File: src/rrero_defs.svh
// Register map, reset values and timing figures of the rise offset block
`ifndef RRERO_DEFS_SVH
`define RRERO_DEFS_SVH

// Register addresses
`define RRERO_ADDR_RISE_OFS  8'h4d
`define RRERO_ADDR_CTRL      8'h60
`define RRERO_ADDR_PER_LO    8'h61
`define RRERO_ADDR_PER_HI    8'h62
`define RRERO_ADDR_STATUS    8'h63

// Reset values
`define RRERO_RST_RISE_OFS   8'h00
`define RRERO_RST_CTRL       1'b0
`define RRERO_RST_PERIOD     16'd1000
`define RRERO_RST_RDATA      8'h00
`define RRERO_UNMAPPED_READ  8'h00

// Field positions
`define RRERO_CTRL_EN_BIT    0
`define RRERO_STAT_OUT_BIT   0
`define RRERO_STAT_FINE_BIT  1
`define RRERO_STAT_STATE_LO  2
`define RRERO_STAT_STATE_HI  3
`define RRERO_OFS_SIGN_BIT   7

// Timing figures
`define RRERO_STEP_NS        5
`define RRERO_CLK_NS         10
`define RRERO_CODE_SPAN      256
`define RRERO_MIN_PERIOD     2

`endif

File: src/rrero_pkg.sv
// Types shared by the rise offset block
`default_nettype none

package rrero_pkg;

    // Register access strobes and data
    typedef struct packed {
        logic [7:0] addr;
        logic [7:0] wdata;
        logic       wr;
        logic       rd;
    } rrero_bus_t;

    // Drive to the gate driver pin
    typedef struct packed {
        logic level;
        logic fine;
    } rrero_pin_t;

    // Phase of the fourth output within a switching cycle
    typedef enum logic [1:0] {
        RRERO_IDLE,
        RRERO_WAIT,
        RRERO_HIGH
    } rrero_state_t;

endpackage

`default_nettype wire

File: src/rrero_cycle_timer.sv
// Switching cycle counter for the rise offset block
`timescale 1ns/1ns
`default_nettype none
`include "rrero_defs.svh"

module rrero_cycle_timer #(
    parameter int PW = 16
) (
    // Clock and reset
    input  wire logic          mclk,
    input  wire logic          nrst,
    // Control
    input  wire logic          enable,
    input  wire logic [PW-1:0] period,
    // Cycle position
    output logic      [PW-1:0] count,
    output logic      [PW-1:0] period_now,
    output logic               last
);

    wire logic [PW-1:0] period_safe;

    if (PW < 2 || PW > 24) begin : g_bad_width
        $error("rrero_cycle_timer: PW out of range");
    end

    // Periods below the minimum are raised to it
    assign period_safe = (period < PW'(`RRERO_MIN_PERIOD)) ?
                         PW'(`RRERO_MIN_PERIOD) : period;
    assign last        = enable && (count == period_now - PW'(1));

    always_ff @(posedge mclk) begin
        if (!nrst || !enable) begin
            count      <= '0;
            period_now <= PW'(`RRERO_RST_PERIOD);
        end else if (last) begin
            count      <= '0;
            period_now <= period_safe;
        end else begin
            count      <= count + PW'(1);
        end
    end

endmodule
`default_nettype wire

File: src/rrero_core.sv
// Rising edge placement of the fourth PWM output in resonant mode
//
// Local design decision: strobed register access.
`timescale 1ns/1ns
`default_nettype none
`include "rrero_defs.svh"

// Behaviour
// - 8-bit field sets fourth output rise position
// - One code step moves edge 5 ns
// - Codes 0x00-0x7F trail midpoint by code*5ns
// - Codes 0x80-0xFF lead by (256-code)*5ns
module rrero_core #(
    parameter int PW = 16
) (
    // Clock and reset
    input  wire logic                mclk,
    input  wire logic                nrst,
    // Register port
    input  wire rrero_pkg::rrero_bus_t bus,
    output logic               [7:0] rdata,
    // Gate driver pin
    output rrero_pkg::rrero_pin_t    fourth_pwm_output,
    // Cycle marker
    output logic                     cycle_last
);
    import rrero_pkg::*;

    localparam int SPC = `RRERO_CLK_NS / `RRERO_STEP_NS;
    localparam int ST  = PW + 2;

    if (SPC != 2 || (`RRERO_CLK_NS % `RRERO_STEP_NS) != 0) begin : g_bad_step
        $error("rrero_core: clock must be two offset steps");
    end
    if (PW < 8 || PW > 16) begin : g_bad_width
        $error("rrero_core: PW must be 8 to 16");
    end

    // Edge time in offset steps, measured from the cycle start
    function automatic logic signed [ST:0] rrero_place(
        input logic [ST-1:0] mid,
        input logic [7:0]    code
    );
        logic signed [ST:0] ofs;
        ofs = $signed({{(ST-7){code[`RRERO_OFS_SIGN_BIT]}}, code});
        rrero_place = $signed({1'b0, mid}) + ofs;
    endfunction

    // Registers
    logic         [7:0] rise_offset_four;
    logic               mode_en;
    logic      [PW-1:0] period;
    logic         [7:0] lat_code;
    rrero_state_t       state;

    // Timer view
    logic      [PW-1:0] count;
    logic      [PW-1:0] period_now;
    logic               last;

    // Decode
    wire logic          hit_ofs;
    wire logic          hit_ctrl;
    wire logic          hit_plo;
    wire logic          hit_phi;
    wire logic          hit_stat;
    wire logic    [7:0] rd_mux;
    wire logic    [7:0] stat_word;

    // Edge arithmetic
    wire logic   [ST-1:0] mid_steps;
    wire logic   [ST-1:0] lim_steps;
    wire logic signed [ST:0] edge_raw;
    wire logic   [ST-1:0] edge_steps;
    wire logic   [ST-2:0] edge_clk;
    wire logic            edge_fine;
    wire logic            past_edge;
    rrero_state_t         next_state;

    rrero_cycle_timer #(
        .PW         (PW)
    ) u_timer (
        .mclk       (mclk),
        .nrst       (nrst),
        .enable     (mode_en),
        .period     (period),
        .count      (count),
        .period_now (period_now),
        .last       (last)
    );

    assign cycle_last = last;

    // Address decoding
    assign hit_ofs  = (bus.addr == `RRERO_ADDR_RISE_OFS);
    assign hit_ctrl = (bus.addr == `RRERO_ADDR_CTRL);
    assign hit_plo  = (bus.addr == `RRERO_ADDR_PER_LO);
    assign hit_phi  = (bus.addr == `RRERO_ADDR_PER_HI);
    assign hit_stat = (bus.addr == `RRERO_ADDR_STATUS);

    assign stat_word = {4'h0, state,
                        fourth_pwm_output.fine,
                        fourth_pwm_output.level};

    assign rd_mux =
        hit_ofs  ? rise_offset_four :
        hit_ctrl ? {7'h00, mode_en} :
        hit_plo  ? 8'(period) :
        hit_phi  ? 8'(period >> 8) :
        hit_stat ? stat_word :
        `RRERO_UNMAPPED_READ;

    // Register writes
    always_ff @(posedge mclk) begin
        if (!nrst) begin
            rise_offset_four <= `RRERO_RST_RISE_OFS;
            mode_en          <= `RRERO_RST_CTRL;
            period           <= PW'(`RRERO_RST_PERIOD);
        end else if (bus.wr) begin
            if (hit_ofs) begin
                rise_offset_four <= bus.wdata;
            end else if (hit_ctrl) begin
                mode_en <= bus.wdata[`RRERO_CTRL_EN_BIT];
            end else if (hit_plo) begin
                period <= PW'({8'(period >> 8), bus.wdata});
            end else if (hit_phi) begin
                period <= PW'({bus.wdata, period[7:0]});
            end
        end
    end

    // Read data one cycle after the strobe, held otherwise at zero
    always_ff @(posedge mclk) begin
        if (!nrst) begin
            rdata <= `RRERO_RST_RDATA;
        end else if (bus.rd) begin
            rdata <= rd_mux;
        end else begin
            rdata <= `RRERO_RST_RDATA;
        end
    end

    // Offset taken at each cycle boundary so one cycle sees one code
    always_ff @(posedge mclk) begin
        if (!nrst) begin
            lat_code <= `RRERO_RST_RISE_OFS;
        end else if (last || !mode_en) begin
            lat_code <= rise_offset_four;
        end
    end

    // Midpoint in steps: half of the current period
    assign mid_steps = ST'((ST'(period_now) * ST'(SPC)) >> 1);
    assign lim_steps = ST'(ST'(period_now) * ST'(SPC)) - ST'(1);

    // Signed code: low half trails, high half leads the midpoint
    assign edge_raw  = rrero_place(mid_steps, lat_code);

    // Edge kept inside the current cycle
    assign edge_steps = (edge_raw < 0) ? '0 :
                        (edge_raw > $signed({1'b0, lim_steps})) ?
                        lim_steps : ST'(edge_raw);

    // Whole clocks and the remaining 5 ns step
    assign edge_clk  = edge_steps[ST-1:1];
    assign edge_fine = edge_steps[0];
    assign past_edge = ({2'b00, count} >= {1'b0, edge_clk});

    always_comb begin
        next_state = state;
        case (state)
            RRERO_IDLE: begin
                if (mode_en) begin
                    next_state = RRERO_WAIT;
                end
            end
            RRERO_WAIT: begin
                if (!mode_en) begin
                    next_state = RRERO_IDLE;
                end else if (past_edge && !last) begin
                    next_state = RRERO_HIGH;
                end
            end
            RRERO_HIGH: begin
                if (!mode_en) begin
                    next_state = RRERO_IDLE;
                end else if (last) begin
                    next_state = RRERO_WAIT;
                end
            end
            default: begin
                next_state = RRERO_IDLE;
            end
        endcase
    end

    always_ff @(posedge mclk) begin
        if (!nrst) begin
            state <= RRERO_IDLE;
        end else begin
            state <= next_state;
        end
    end

    // Pin drive, fine flag marks the extra half-clock delay
    always_ff @(posedge mclk) begin
        if (!nrst) begin
            fourth_pwm_output <= '0;
        end else begin
            fourth_pwm_output.level <= (next_state == RRERO_HIGH);
            fourth_pwm_output.fine  <= mode_en && edge_fine;
        end
    end

    // Checks
    property p_code_latch;
        @(posedge mclk) disable iff (!nrst)
        (mode_en && last) |=> (lat_code == $past(rise_offset_four));
    endproperty
    a_code_latch: assert property (p_code_latch)
        else $error("offset code not taken at cycle boundary");

    property p_step;
        @(posedge mclk) disable iff (!nrst)
        (mode_en && !(edge_raw < 0) &&
         !(edge_raw > $signed({1'b0, lim_steps})))
        |=> (fourth_pwm_output.fine ==
             ($past(period_now[0]) ^ $past(lat_code[0])));
    endproperty
    a_step: assert property (p_step)
        else $error("edge split into clocks and steps is wrong");

    property p_trail;
        @(posedge mclk) disable iff (!nrst)
        (mode_en && !lat_code[`RRERO_OFS_SIGN_BIT] &&
         (mid_steps + ST'(lat_code) <= lim_steps))
        |-> (edge_steps == mid_steps + ST'(lat_code));
    endproperty
    a_trail: assert property (p_trail)
        else $error("trailing edge not at midpoint plus code");

    property p_lead;
        @(posedge mclk) disable iff (!nrst)
        (mode_en && lat_code[`RRERO_OFS_SIGN_BIT] &&
         (mid_steps >= ST'(`RRERO_CODE_SPAN) - ST'(lat_code)))
        |-> (edge_steps ==
             mid_steps - (ST'(`RRERO_CODE_SPAN) - ST'(lat_code)));
    endproperty
    a_lead: assert property (p_lead)
        else $error("leading edge not at midpoint minus span");

    property p_mid;
        @(posedge mclk) disable iff (!nrst)
        mode_en |-> (ST'(mid_steps * ST'(2)) ==
                     ST'(ST'(period_now) * ST'(SPC)));
    endproperty
    a_mid: assert property (p_mid)
        else $error("midpoint is not half the period");

    property p_rise;
        @(posedge mclk) disable iff (!nrst)
        (state == RRERO_WAIT && mode_en && !last &&
         count == PW'(edge_clk))
        |=> fourth_pwm_output.level ##1 (fourth_pwm_output.level || 
            $past(last) || !$past(mode_en));
    endproperty
    a_rise: assert property (p_rise)
        else $error("rise not produced at edge clock");

    property p_low_before;
        @(posedge mclk) disable iff (!nrst)
        (mode_en && $rose(mode_en)) |=> !fourth_pwm_output.level [*2];
    endproperty
    a_low_before: assert property (p_low_before)
        else $error("output high too early after enable");

    property p_cycle_end;
        @(posedge mclk) disable iff (!nrst)
        (mode_en && last && rise_offset_four == 8'h00)
        |=> !fourth_pwm_output.level [*2];
    endproperty
    a_cycle_end: assert property (p_cycle_end)
        else $error("output not low at cycle start");

    property p_off;
        @(posedge mclk) disable iff (!nrst)
        !mode_en |=> (fourth_pwm_output == '0);
    endproperty
    a_off: assert property (p_off)
        else $error("output not low while mode is off");

    property p_period;
        @(posedge mclk) disable iff (!nrst)
        (mode_en && last && period >= PW'(`RRERO_MIN_PERIOD))
        |=> (period_now == $past(period));
    endproperty
    a_period: assert property (p_period)
        else $error("period not taken at cycle boundary");

    c_trail: cover property (@(posedge mclk) disable iff (!nrst)
        mode_en && !lat_code[`RRERO_OFS_SIGN_BIT] &&
        $rose(fourth_pwm_output.level));
    c_lead: cover property (@(posedge mclk) disable iff (!nrst)
        mode_en && lat_code[`RRERO_OFS_SIGN_BIT] &&
        $rose(fourth_pwm_output.level));
    c_fine: cover property (@(posedge mclk) disable iff (!nrst)
        fourth_pwm_output.fine && fourth_pwm_output.level);
    c_clamp: cover property (@(posedge mclk) disable iff (!nrst)
        mode_en && edge_raw < 0);

endmodule
`default_nettype wire

File: config.mk
export PLATFORM = sky130hd
export DESIGN_NAME = rrero_core
export DESIGN_NICKNAME = d
export VERILOG_FILES = /design/src/rrero_pkg.sv /design/src/rrero_cycle_timer.sv /design/src/rrero_core.sv
export VERILOG_INCLUDE_DIRS = /design/src
export SDC_FILE = /design/constraint.sdc
export NUM_CORES = 1
export LEC_CHECK = 0
export BUFFER_PORTS_ARGS = -buffer_cell sky130_fd_sc_hd__buf_2
export CAP_MARGIN = 20
export CORE_ASPECT_RATIO = 1.1
export CORE_UTILIZATION = 50
export CTS_BUF_LIST = sky130_fd_sc_hd__clkbuf_16
export CTS_CLUSTER_SIZE = 24
export DETAILED_ROUTE_END_ITERATION = 12
export PLACE_DENSITY = 0.67
export SYNTH_ARGS = -nofsm -noshare
export SYNTH_HDL_FRONTEND = slang
export SYNTH_HIERARCHICAL = 1
export SYNTH_SLANG_ARGS = --single-unit
File: constraint.sdc
create_clock -name mclk -period 10.6 [get_ports mclk]
set_input_delay 3.18 -clock mclk [delete_from_list [all_inputs] [get_ports mclk]]
set_output_delay 3.18 -clock mclk [all_outputs]
set_load 0.02 [all_outputs]
==> out/metrics.yaml, run 1 <==
run_status:
  outcome: "complete, no violations"
detailed_routing:
  vias: 5452
  ant_nets: 0
  via_per_inst: 6.17
  drc: 0
  wirelength_um: 16800
  routedWlPerCell_um: 19.0
  first_pass_iters: 7
  drt_iter0_drc: 407
timing:
  drv_slew: 0
  fin_crit_ps: 6490
  slew_headroom_pct: 38.1
  fmax_ghz: 0.154
  tns_ps: 0
  max_slew.worst_pin.slew_ps: 921
  finalCritPeriodShare_pct: 61.2
  final_hold_viol_count: 0
  setup_viol: 0
  rsz0062_at_grt: "false"
  skew_ps: 7.96
critical_path:
  end_kind: "primary output"
  worst-path-max-fanout: 12
  max_stage_delay_ps: 640
  r2r_start: "u_timer/period_now[0]$_SDFFE_PP0P_"
  worst-setup-path-type: "reg2out"
  reg2reg_slack_ps: 4210
  critPathTopFamily: "simple AND/OR/NAND/NOR gates"
  critPathLaunchType: "register"
  crit_chain: "inv_1 > ha_1 > xor2_1 > or3b_1 > a21oi_1 > nor2b_1 > o2111ai_1 > nor4_1 > buf_2"
  ff2ff_path_depth: 24
  crit_buf_inv: 2
  startpoint: "u_timer/period_now[0]$_SDFFE_PP0P_"
  critical_path_depth: 9
  critPathSlowestCell: "dfxtp_1"
  worstPathArrival_ps: 3310
  crit_path_end: "cycle_last"
  cp.required_ps: 7420
  rr_endpoint: "fourth_pwm_output[1]$_SDFF_PN0_"
pwr:
  total_power_w: 0.000611
  p_leak_nw: 2.55
  vdd_ir_drop_max_v: 0.0000902
  power_density_nw_per_um2: 92.4
die:
  die_area_sq_um: 12700
  start_util_pct: 52.2
  io_pins: 31
  die_height_um: 118
  core_area_sq_um: 11700
  die_w_um: 107
  rows: 41
synthesis:
  synth_area_sq_um: 6110
  ys_types: 84
  synth_area_leaders: "dfxtp_1 (25%), ha_1 (10%), nand2_1 (6.0%), xor2_1 (6.0%), mux2i_1 (4.3%)"
  synth_top_area_cell: "dfxtp_1"
  ys_ff_latch: 77
  yosysWarnings: 6
  async_reset_ff_share_pct: 0
  ys.flop_type: "dfxtp_1"
  syn_avg_cell_area_sq_um: 8.58
  syn-instance-count: 712
  synth_edf_count: 0
  syn-num-nets: 784
  synth_top_cell_area_share_pct: 25.2
  yosysSeqAreaShare_pct: 25.2
placement:
  place_area_sq_um: 6310
  dp_hpwl_um: 13000
  gp_congestion: 0.913
  dp.cells: 868
  port_buffers: 30
cts:
  cts_hold_buf: 0
  clock_latency_ps: 340
  clock-sinks: 77
  htreeDepth: 3
  clk_pin_slew_ps: 60
  cts_inserted_buffers: 9
  cts_tree: "built"
  clockRootBuffer: "clkbuf_16"
  cts_buffer_depth: 2
  post_cts_buffers: 0
  post_cts.resized_instances: 0
grt:
  overflow: 0
  grt_pass1_wl_um: 27200
  grt_max_degree: 40
  grt_pass1_vias: 5276
  grtUsageTotal_pct: 27.6
  antenna_found_initial: 0
finish:
  final_cell_mix: "nand2_1 (98), dfxtp_1 (77), ha_1 (51)"
  final_net_count: 801
  drive_gt1_share_pct: 12.4
  final_common_cell: "nand2_1"
  stdcell_area_sq_um: 6610
  final_core_util_pct: 56.5
  num_antenna_cells: 0
  layoutNonFillerInstCount: 884
  area_growth_pct: 8.26
run:
  cap_violations: 0
worst_hold_path:
  worst_hold_path_type: "reg2reg"
report_power, final:
group / leakage, nW / internal, W / total (W) / switching, W
combinational: 1.78 / 0.00000638 / 0.0000147 / 0.00000830
sequential: 0.620 / 0.000290 / 0.000290 / 0.000000240
clock: 0.148 / 0.000183 / 0.000307 / 0.000123
worst min-delay path, delay by kind of cell, from the launching register on:
family	cells	cell delay, ps
compound gates	1	60
flops	1	320
simple gates	1	50
state kept, by name, summed over array words and instances (netlist names):
register and cells:
fourth_pwm_output 2, lat_code 8, mode_en 1, period 16, rdata 8, rise_offset_four 8
state 2, u_timer/count 16, u_timer/period_now 16
Yosys cell counts (3+ instances only):
cell type	count
nand2_1	98
dfxtp_1	77
ha_1	51
xor2_1	42
nor2_1	40
nor3_1	27
mux2i_1	26
a21oi_1	25
xnor2_1	23
a21boi_0	22
nand3_1	22
inv_1	17
clkbuf_1	16
o21ai_0	15
a21o_1	14
a311o_1	14
nand4_1	14
a21oi_2	13
nor2b_1	13
o21a_1	12
a31oi_1	6
and3_1	6
nor4_1	6
nand2b_1	5
a221o_1	4
a222oi_1	4
and2_1	4
buf_2	4
buf_4	4
buf_6	4
nor4_4	4
o21ai_1	4
o21bai_1	4
or3_1	4
or4_1	4
nand3b_1	3
o211ai_1	3
o31ai_1	3
cell families (layout without fill, tap and decap cells):
kind of cell | count (synthesis) | after routing | share of synthesized area [%]
multiplexers | 27 | 27 | 4.45
flip-flops | 77 | 77 | 25.2
XOR/XNOR | 67 | 67 | 10.1
AO/OA/AOI/OAI | 173 | 173 | 21.9
adder cells (fa/ha/maj) | 52 | 52 | 10.8
buffers and inverters | 46 | 68 | 3.83
AND/OR/NAND/NOR | 270 | 270 | 23.7
metal layers:
layer	part of all wire (%)	global-route usage (%)
met1	45	35.0
met2	48	46.5
met3	4.1	2.93
met4	3.1	12.4
met5	0	0
worst min path at each step:
| stage | end | slack [ps] | startpoint | cells after the start |
|---|---|---|---|---|
| final | lat_code[5]$_SDFFE_PN0P_ | 480 | lat_code[5]$_SDFFE_PN0P_ | 2 |
| after global routing | lat_code[2]$_SDFFE_PN0P_ | 510 | lat_code[2]$_SDFFE_PN0P_ | 2 |
| after CTS | lat_code[3]$_SDFFE_PN0P_ | 480 | lat_code[3]$_SDFFE_PN0P_ | 2 |
| after detailed placement | lat_code[3]$_SDFFE_PN0P_ | 480 | lat_code[3]$_SDFFE_PN0P_ | 2 |
| after global placement | lat_code[3]$_SDFFE_PN0P_ | 460 | lat_code[3]$_SDFFE_PN0P_ | 2 |
| after floorplan | lat_code[2]$_SDFFE_PN0P_ | 450 | lat_code[2]$_SDFFE_PN0P_ | 2 |
metrics by stage:
stage	worst slack [ps]	hold slack (ps)
global route	3840	507
floorplan	4900	445
detailed placement	4270	475
global placement	4480	463
finish	4110	479
CTS	4160	483
area by class of cell:
type | instances | area, sq um
clock buffers | 9 | 225
clock inverters | 7 | 73.8
fillers | 1100 | 5090
inverters | 17 | 63.8
multi-input cells | 589 | 4330
flip-flops and latches | 77 | 1540
well taps | 150 | 188
repair buffers | 35 | 188
Power figures use the tool's default switching activity.
==> run 2: changes to the inputs <==
PLACE_DENSITY = 0.7   (was 0.67)
clock period = 5.65 ns   (was 10.6 ns; I/O delays follow)
==> run 2 against run 1 <==
Final area grew 11%. Die area stayed put. Sequential power rose by 87%. Largest power group unchanged. Count of clock-buffer cells in the layout stayed put. Global-route usage is 0.41 points higher. Register-to-register slack got worse by 4100 ps. Clock power up 110%. Sequential cell count unchanged.
==> out/metrics.yaml, run 2 (synthesized netlist as in run 1, its figures left out) <==
timing:
  final_hold_viol_count: 0  # unchanged
  finalCritPeriodShare_pct: 98.3
  setup_viol: 0  # unchanged
  holdWs_ps: 478  # -1.88 ps
  max_slew.worst_pin.slew_ps: 1010  # +89.8 ps
  tns_ps: 0  # unchanged
  rsz0062_at_grt: "true"
  fmax_ghz: 0.180
  fin_crit_ps: 5550
  skew_ps: 6.79  # -1.17 ps
  slew_headroom_pct: 32.5  # -5.6 points
  drv_slew: 0  # unchanged
grt:
  grt_pass1_wl_um: 27500  # +1.3%
  overflow: 0  # unchanged
  grt_pass1_vias: 5358  # +1.6%
  grt_max_degree: 40  # unchanged
  antenna_found_initial: 0  # unchanged
  grtUsageTotal_pct: 28.0  # +0.41 points
cts:
  cts_buffer_depth: 2  # unchanged
  clockRootBuffer: "clkbuf_16"
  clock_latency_ps: 340  # about the same
  cts_tree: "built"
  clock-sinks: 77  # unchanged
  htreeDepth: 3  # unchanged
  clk_pin_slew_ps: 60  # about the same
  cts_inserted_buffers: 9  # unchanged
critical_path:
  worst-path-max-fanout: 9  # -3
  worst-setup-path-type: "reg2reg"
  end_kind: "register"
  crit_buf_inv: 4  # +2
  critPathLaunchType: "register"
  crit_path_end: "fourth_pwm_output[1]$_SDFF_PN0_"
  startpoint: "u_timer/period_now[1]$_SDFFE_PP0P_"
  max_stage_delay_ps: 540  # -100 ps
  critical_path_depth: 26  # +17
  rr_endpoint: "fourth_pwm_output[1]$_SDFF_PN0_"
  cp.required_ps: 5940  # -1480 ps
  r2r_start: "u_timer/period_now[1]$_SDFFE_PP0P_"
  worstPathArrival_ps: 5840  # +2530 ps
  reg2reg_slack_ps: 100  # -4110 ps
  ff2ff_path_depth: 26  # +8.3%
  critPathTopFamily: "compound AO/OA/AOI/OAI gates"
  critPathSlowestCell: "or4_4"
finish:
  final_net_count: 849  # +6.0%
  layoutNonFillerInstCount: 932  # +5.4%
  area_growth_pct: 19.7
  top_regs: "period (16), u_timer/count (16), u_timer/period_now (16)"
  num_antenna_cells: 0  # unchanged
  final_cell_mix: "nand2_1 (97), dfxtp_1 (71), buf_4 (45)"
  drive_gt1_share_pct: 23.1  # +11 points
  final_common_cell: "nand2_1"
  fillCellCount: 995  # -9.5%
detailed_routing:
  wirelength_um: 18400  # +9.3%
  vias: 5781  # +6.0%
  drc: 0  # unchanged
  ant_nets: 0  # unchanged
  routedWlPerCell_um: 19.7  # +3.7%
  drt_iter0_drc: 396  # -2.7%
  via_per_inst: 6.20  # +0.57%
  first_pass_iters: 5  # -2
placement:
  port_buffers: 30  # unchanged
  dp.cells: 894  # +3.0%
  dp_hpwl_um: 13500  # +3.5%
  gp_congestion: 0.940  # +2.9%
pwr:
  total_power_w: 0.00123  # +100%
  vdd_ir_drop_max_v: 0.000195  # +120%
  p_leak_nw: 2.86  # +12%
  power_density_nw_per_um2: 168  # +82%
die:
  core_area_sq_um: 11700  # unchanged
  rows: 41  # unchanged
  die_w_um: 107  # unchanged
  start_util_pct: 52.2  # unchanged
  die_height_um: 118  # unchanged
  die_area_sq_um: 12700  # unchanged
  io_pins: 31  # unchanged
run:
  cap_violations: 0  # unchanged
worst_hold_path:
  worst_hold_path_type: "reg2reg"
  hp-start: "lat_code[3]$_SDFFE_PN0P_"
run_status:
  outcome: "complete, no violations"
-- run 2: cell count changes in the layout (fill, tap and decap cells not counted), sizes merged --
cell / previous run / this run
buf: 35 / 81
bufinv: 1 / 2
clkbuf: 9 / 10
clkinv: 4 / 0
inv: 19 / 22
nand4: 15 / 16
-- run 2: routing by layer --
layer / vias up / track usage, % / part of all wire [%]
met3: 61 / 3.77 / 5.8
met5: - / 0 / 0
li1: 2746 / - / -
met2: 227 / 46.5 / 48
met1: 2747 / 36.9 / 43
met4: 0 / 9.76 / 3.4
-- run 2: worst min-delay path by stage --
stage	endpoint	slack, ps	cells past startpoint
final	lat_code[3]$_SDFFE_PN0P_	480	2
after global routing	lat_code[2]$_SDFFE_PN0P_	510	2
after floorplan	lat_code[2]$_SDFFE_PN0P_	450	2
after detailed placement	lat_code[3]$_SDFFE_PN0P_	480	2
after CTS	lat_code[3]$_SDFFE_PN0P_	480	2
after global placement	lat_code[3]$_SDFFE_PN0P_	460	2
-- run 2: timing repair --
item,in CTS,in global routing
cloned,0,2
hold buffers,0,0
gates resized for setup,4,57
pin swaps,1,40
buffers inserted,0,20
setup endpoints to repair,3,3
-- run 2: tightest hold or removal path, cell delays in order, from the launching register on --
cell and delay [ps]:
dfxtp_1 310, nand2_1 50, a21boi_0 60
-- run 2: per-stage QoR --
step           cell area, sq um  util [%]  worst slack, ps
3_3_place_gp               6520      55.7             38.1
5_1_grt                    7310      62.5             -181
3_5_place_dp               6520      55.7             -178
2_1_floorplan              6110         -             36.3
4_1_cts                    6870      58.7             23.9
6_report                   7310      62.5             98.7
-- run 2: layout make-up --
class	count	area, sq um	share of cell area [%]
well taps	150	188	2.57
multi-input cells	590	4570	62.5
clock buffers	9	225	3.08
repair buffers	82	602	8.23
clock inverters	7	111	1.52
flip-flops and latches	77	1550	21.2
inverters	17	63.8	0.873
-- run 2: power breakdown --
part | switching, W | internal (W)
Combinational | 0.0000162 | 0.0000136
Sequential | 0.000000454 | 0.000543
Clock | 0.000255 | 0.000399
==> run 3: changes to the inputs <==
CORE_UTILIZATION = 55   (was 50)
PLACE_DENSITY = 0.87   (was 0.7)
==> run 3 against run 2 <==
Wire length fell by 0.15%. Clock power fell by 13%. Hold slack worse by 0.58 ps. Clock skew rose by 1.2 ps. Via count is 1.7% higher. Core utilization is 4.4 points higher. Largest cell class unchanged.
==> out/metrics.yaml, run 3 (synthesized netlist as in run 1, its figures left out) <==
cts:
  cts_hold_buf: 0  # unchanged
  htreeDepth: 3  # unchanged
  cts_buffer_depth: 2  # unchanged
  cts_inserted_buffers: 9  # unchanged
  cts_tree: "built"
  clock-sinks: 77  # unchanged
  clockRootBuffer: "clkbuf_16"
  clk_pin_slew_ps: 60  # about the same
  clock_latency_ps: 330  # about the same
detailed_routing:
  ant_nets: 0  # unchanged
  vias: 5877  # +1.7%
  wirelength_um: 18400  # -0.15%
  routedWlPerCell_um: 20.2  # +2.3%
  via_per_inst: 6.46  # +4.1%
  drc: 0  # unchanged
  drt_iter0_drc: 517  # +31%
  first_pass_iters: 8  # +3
critical_path:
  worst-path-max-fanout: 13  # +4
  startpoint: "lat_code[0]$_SDFFE_PN0P_"
  critPathLaunchType: "register"
  ff2ff_path_depth: 25  # -3.8%
  worst-setup-path-type: "reg2reg"
  r2r_start: "lat_code[0]$_SDFFE_PN0P_"
  end_kind: "register"
  rr_endpoint: "state[1]$_SDFF_PN0_"
  cp.required_ps: 5870  # -70 ps
  worstPathArrival_ps: 5780  # -60 ps
  reg2reg_slack_ps: 100  # about the same
timing:
  tns_ps: 0  # unchanged
  fin_crit_ps: 5550  # +3.46 ps
  rsz0062_at_grt: "true"
  fmax_ghz: 0.180  # about the same
  drv_slew: 0  # unchanged
  slew_headroom_pct: 37.2  # +4.7 points
  setup_viol: 0  # unchanged
  final_hold_viol_count: 0  # unchanged
  finalCritPeriodShare_pct: 98.3  # about the same
  skew_ps: 7.98  # +1.19 ps
  holdWs_ps: 477  # -0.577 ps
  max_slew.worst_pin.slew_ps: 935  # -75.0 ps
pwr:
  power_density_nw_per_um2: 161  # -4.1%
  vdd_ir_drop_max_v: 0.000225  # +16%
  p_leak_nw: 2.75  # -3.7%
die:
  rows: 39  # -4.9%
  die_area_sq_um: 11500  # -8.9%
  die_w_um: 102  # -4.6%
  io_pins: 31  # unchanged
  start_util_pct: 57.7  # +5.5 points
  die_height_um: 113  # -4.6%
  core_area_sq_um: 10600  # -9.5%
run_status:
  outcome: "complete, no violations"
worst_hold_path:
  hp-start: "lat_code[3]$_SDFFE_PN0P_"
  holdPathStages: 2  # unchanged
  hold_end: "lat_code[3]$_SDFFE_PN0P_"
  worst_hold_path_type: "reg2reg"
finish:
  stdcell_area_sq_um: 7080  # -3.1%
  final_net_count: 835  # -1.6%
  final_common_cell: "nand2_1"
  fillCellCount: 851  # -14%
  num_antenna_cells: 0  # unchanged
  final_cell_mix: "nand2_1 (98), dfxtp_1 (72), ha_1 (45)"
  top_regs: "period (16), u_timer/count (16), u_timer/period_now (16)"
  multi_input_area_sq_um: 4500  # -1.6%
  area_growth_pct: 15.9
  drive_gt1_share_pct: 20.1  # -3.1 points
  regArea_sq_um: 1550  # about the same
grt:
  grt_pass1_wl_um: 27900  # +1.4%
  grt_pass1_vias: 5598  # +4.5%
  overflow: 0  # unchanged
  antenna_found_initial: 0  # unchanged
  grt_max_degree: 40  # unchanged
  grtUsageTotal_pct: 31.5  # +3.5 points
run:
  cap_violations: 0  # unchanged
placement:
  place_area_sq_um: 6520  # about the same
  port_buffers: 30  # unchanged
  dp_hpwl_um: 13700  # +1.5%
  gp_congestion: 0.961  # +2.3%
run 3: worst max-delay path by stage:
stage | end | slack, ps | depth (start not counted)
global placement | state[1]$_SDFF_PN0_ | 20 | 27
detailed placement | state[1]$_SDFF_PN0_ | -140 | 27
finish | state[1]$_SDFF_PN0_ | 100 | 25
CTS | state[1]$_SDFF_PN0_ | 7 | 25
global route | fourth_pwm_output[1]$_SDFF_PN0_ | -170 | 24
floorplan | fourth_pwm_output[1]$_SDFF_PN0_ | 40 | 25
run 3: where the power goes:
| part | leakage (nW) | internal [W] | switching [W] |
|---|---|---|---|
| registers | 0.622 | 0.000543 | 0.000000436 |
| logic | 2.00 | 0.0000133 | 0.0000162 |
| clock network | 0.135 | 0.000339 | 0.000228 |
run 3: worst max-delay path, cell delays in order (launching register included):
cell and delay, ps:
dfxtp_2 330, ha_4 160, fa_2 370, a211oi_2 300
o21bai_2 120, a31oi_1 240, xnor2_1 190, ha_1 310
a21oi_2 220, o211ai_1 210, a31oi_1 280, o31ai_2 110
a31oi_1 240, o31ai_4 170, buf_6 180, a311o_1 320
ha_1 280, nor2b_1 130, o21a_1 160, o21a_1 160
o21a_1 170, o21a_1 160, o21ai_1 160, o21ai_1 110
o2111a_1 250, o21a_1 110
run 3: repair_timing:
action / CTS / global route
resized for setup: 3 / 41
setup buffers: 2 / 6
gates cloned: 0 / 1
setup endpoints to repair: 2 / 3
pin swaps: 6 / 17
run 3: layout make-up:
cell class,instances,share of cell area (%)
multi-input cells,589,63.5
flip-flops and latches,77,21.9
repair buffers,69,7.07
clock buffers,9,3.18
well taps,143,2.53
clock inverters,6,0.919
inverters,17,0.901
run 3: stage by stage:
step                      util (%)  std cells  power (W)  setup WS (ps)
final                         66.9        910    0.00114           95.3
after global routing          66.9        910    0.00117           -170
after CTS                     64.5        903    0.00114           7.25
after detailed placement      61.5        886   0.000583           -139
after global placement        61.5        886   0.000582           24.8
after floorplan                  -        712   0.000570           36.3
run 3: per-layer routing:
metal / vias up / routed length [um] / track usage, %
li1: 2715 / - / -
met1: 2754 / 7430 / 39.5
met2: 328 / 8540 / 51.0
met3: 80 / 1490 / 5.73
met4: 0 / 913 / 15.8
met5: - / 0 / 0
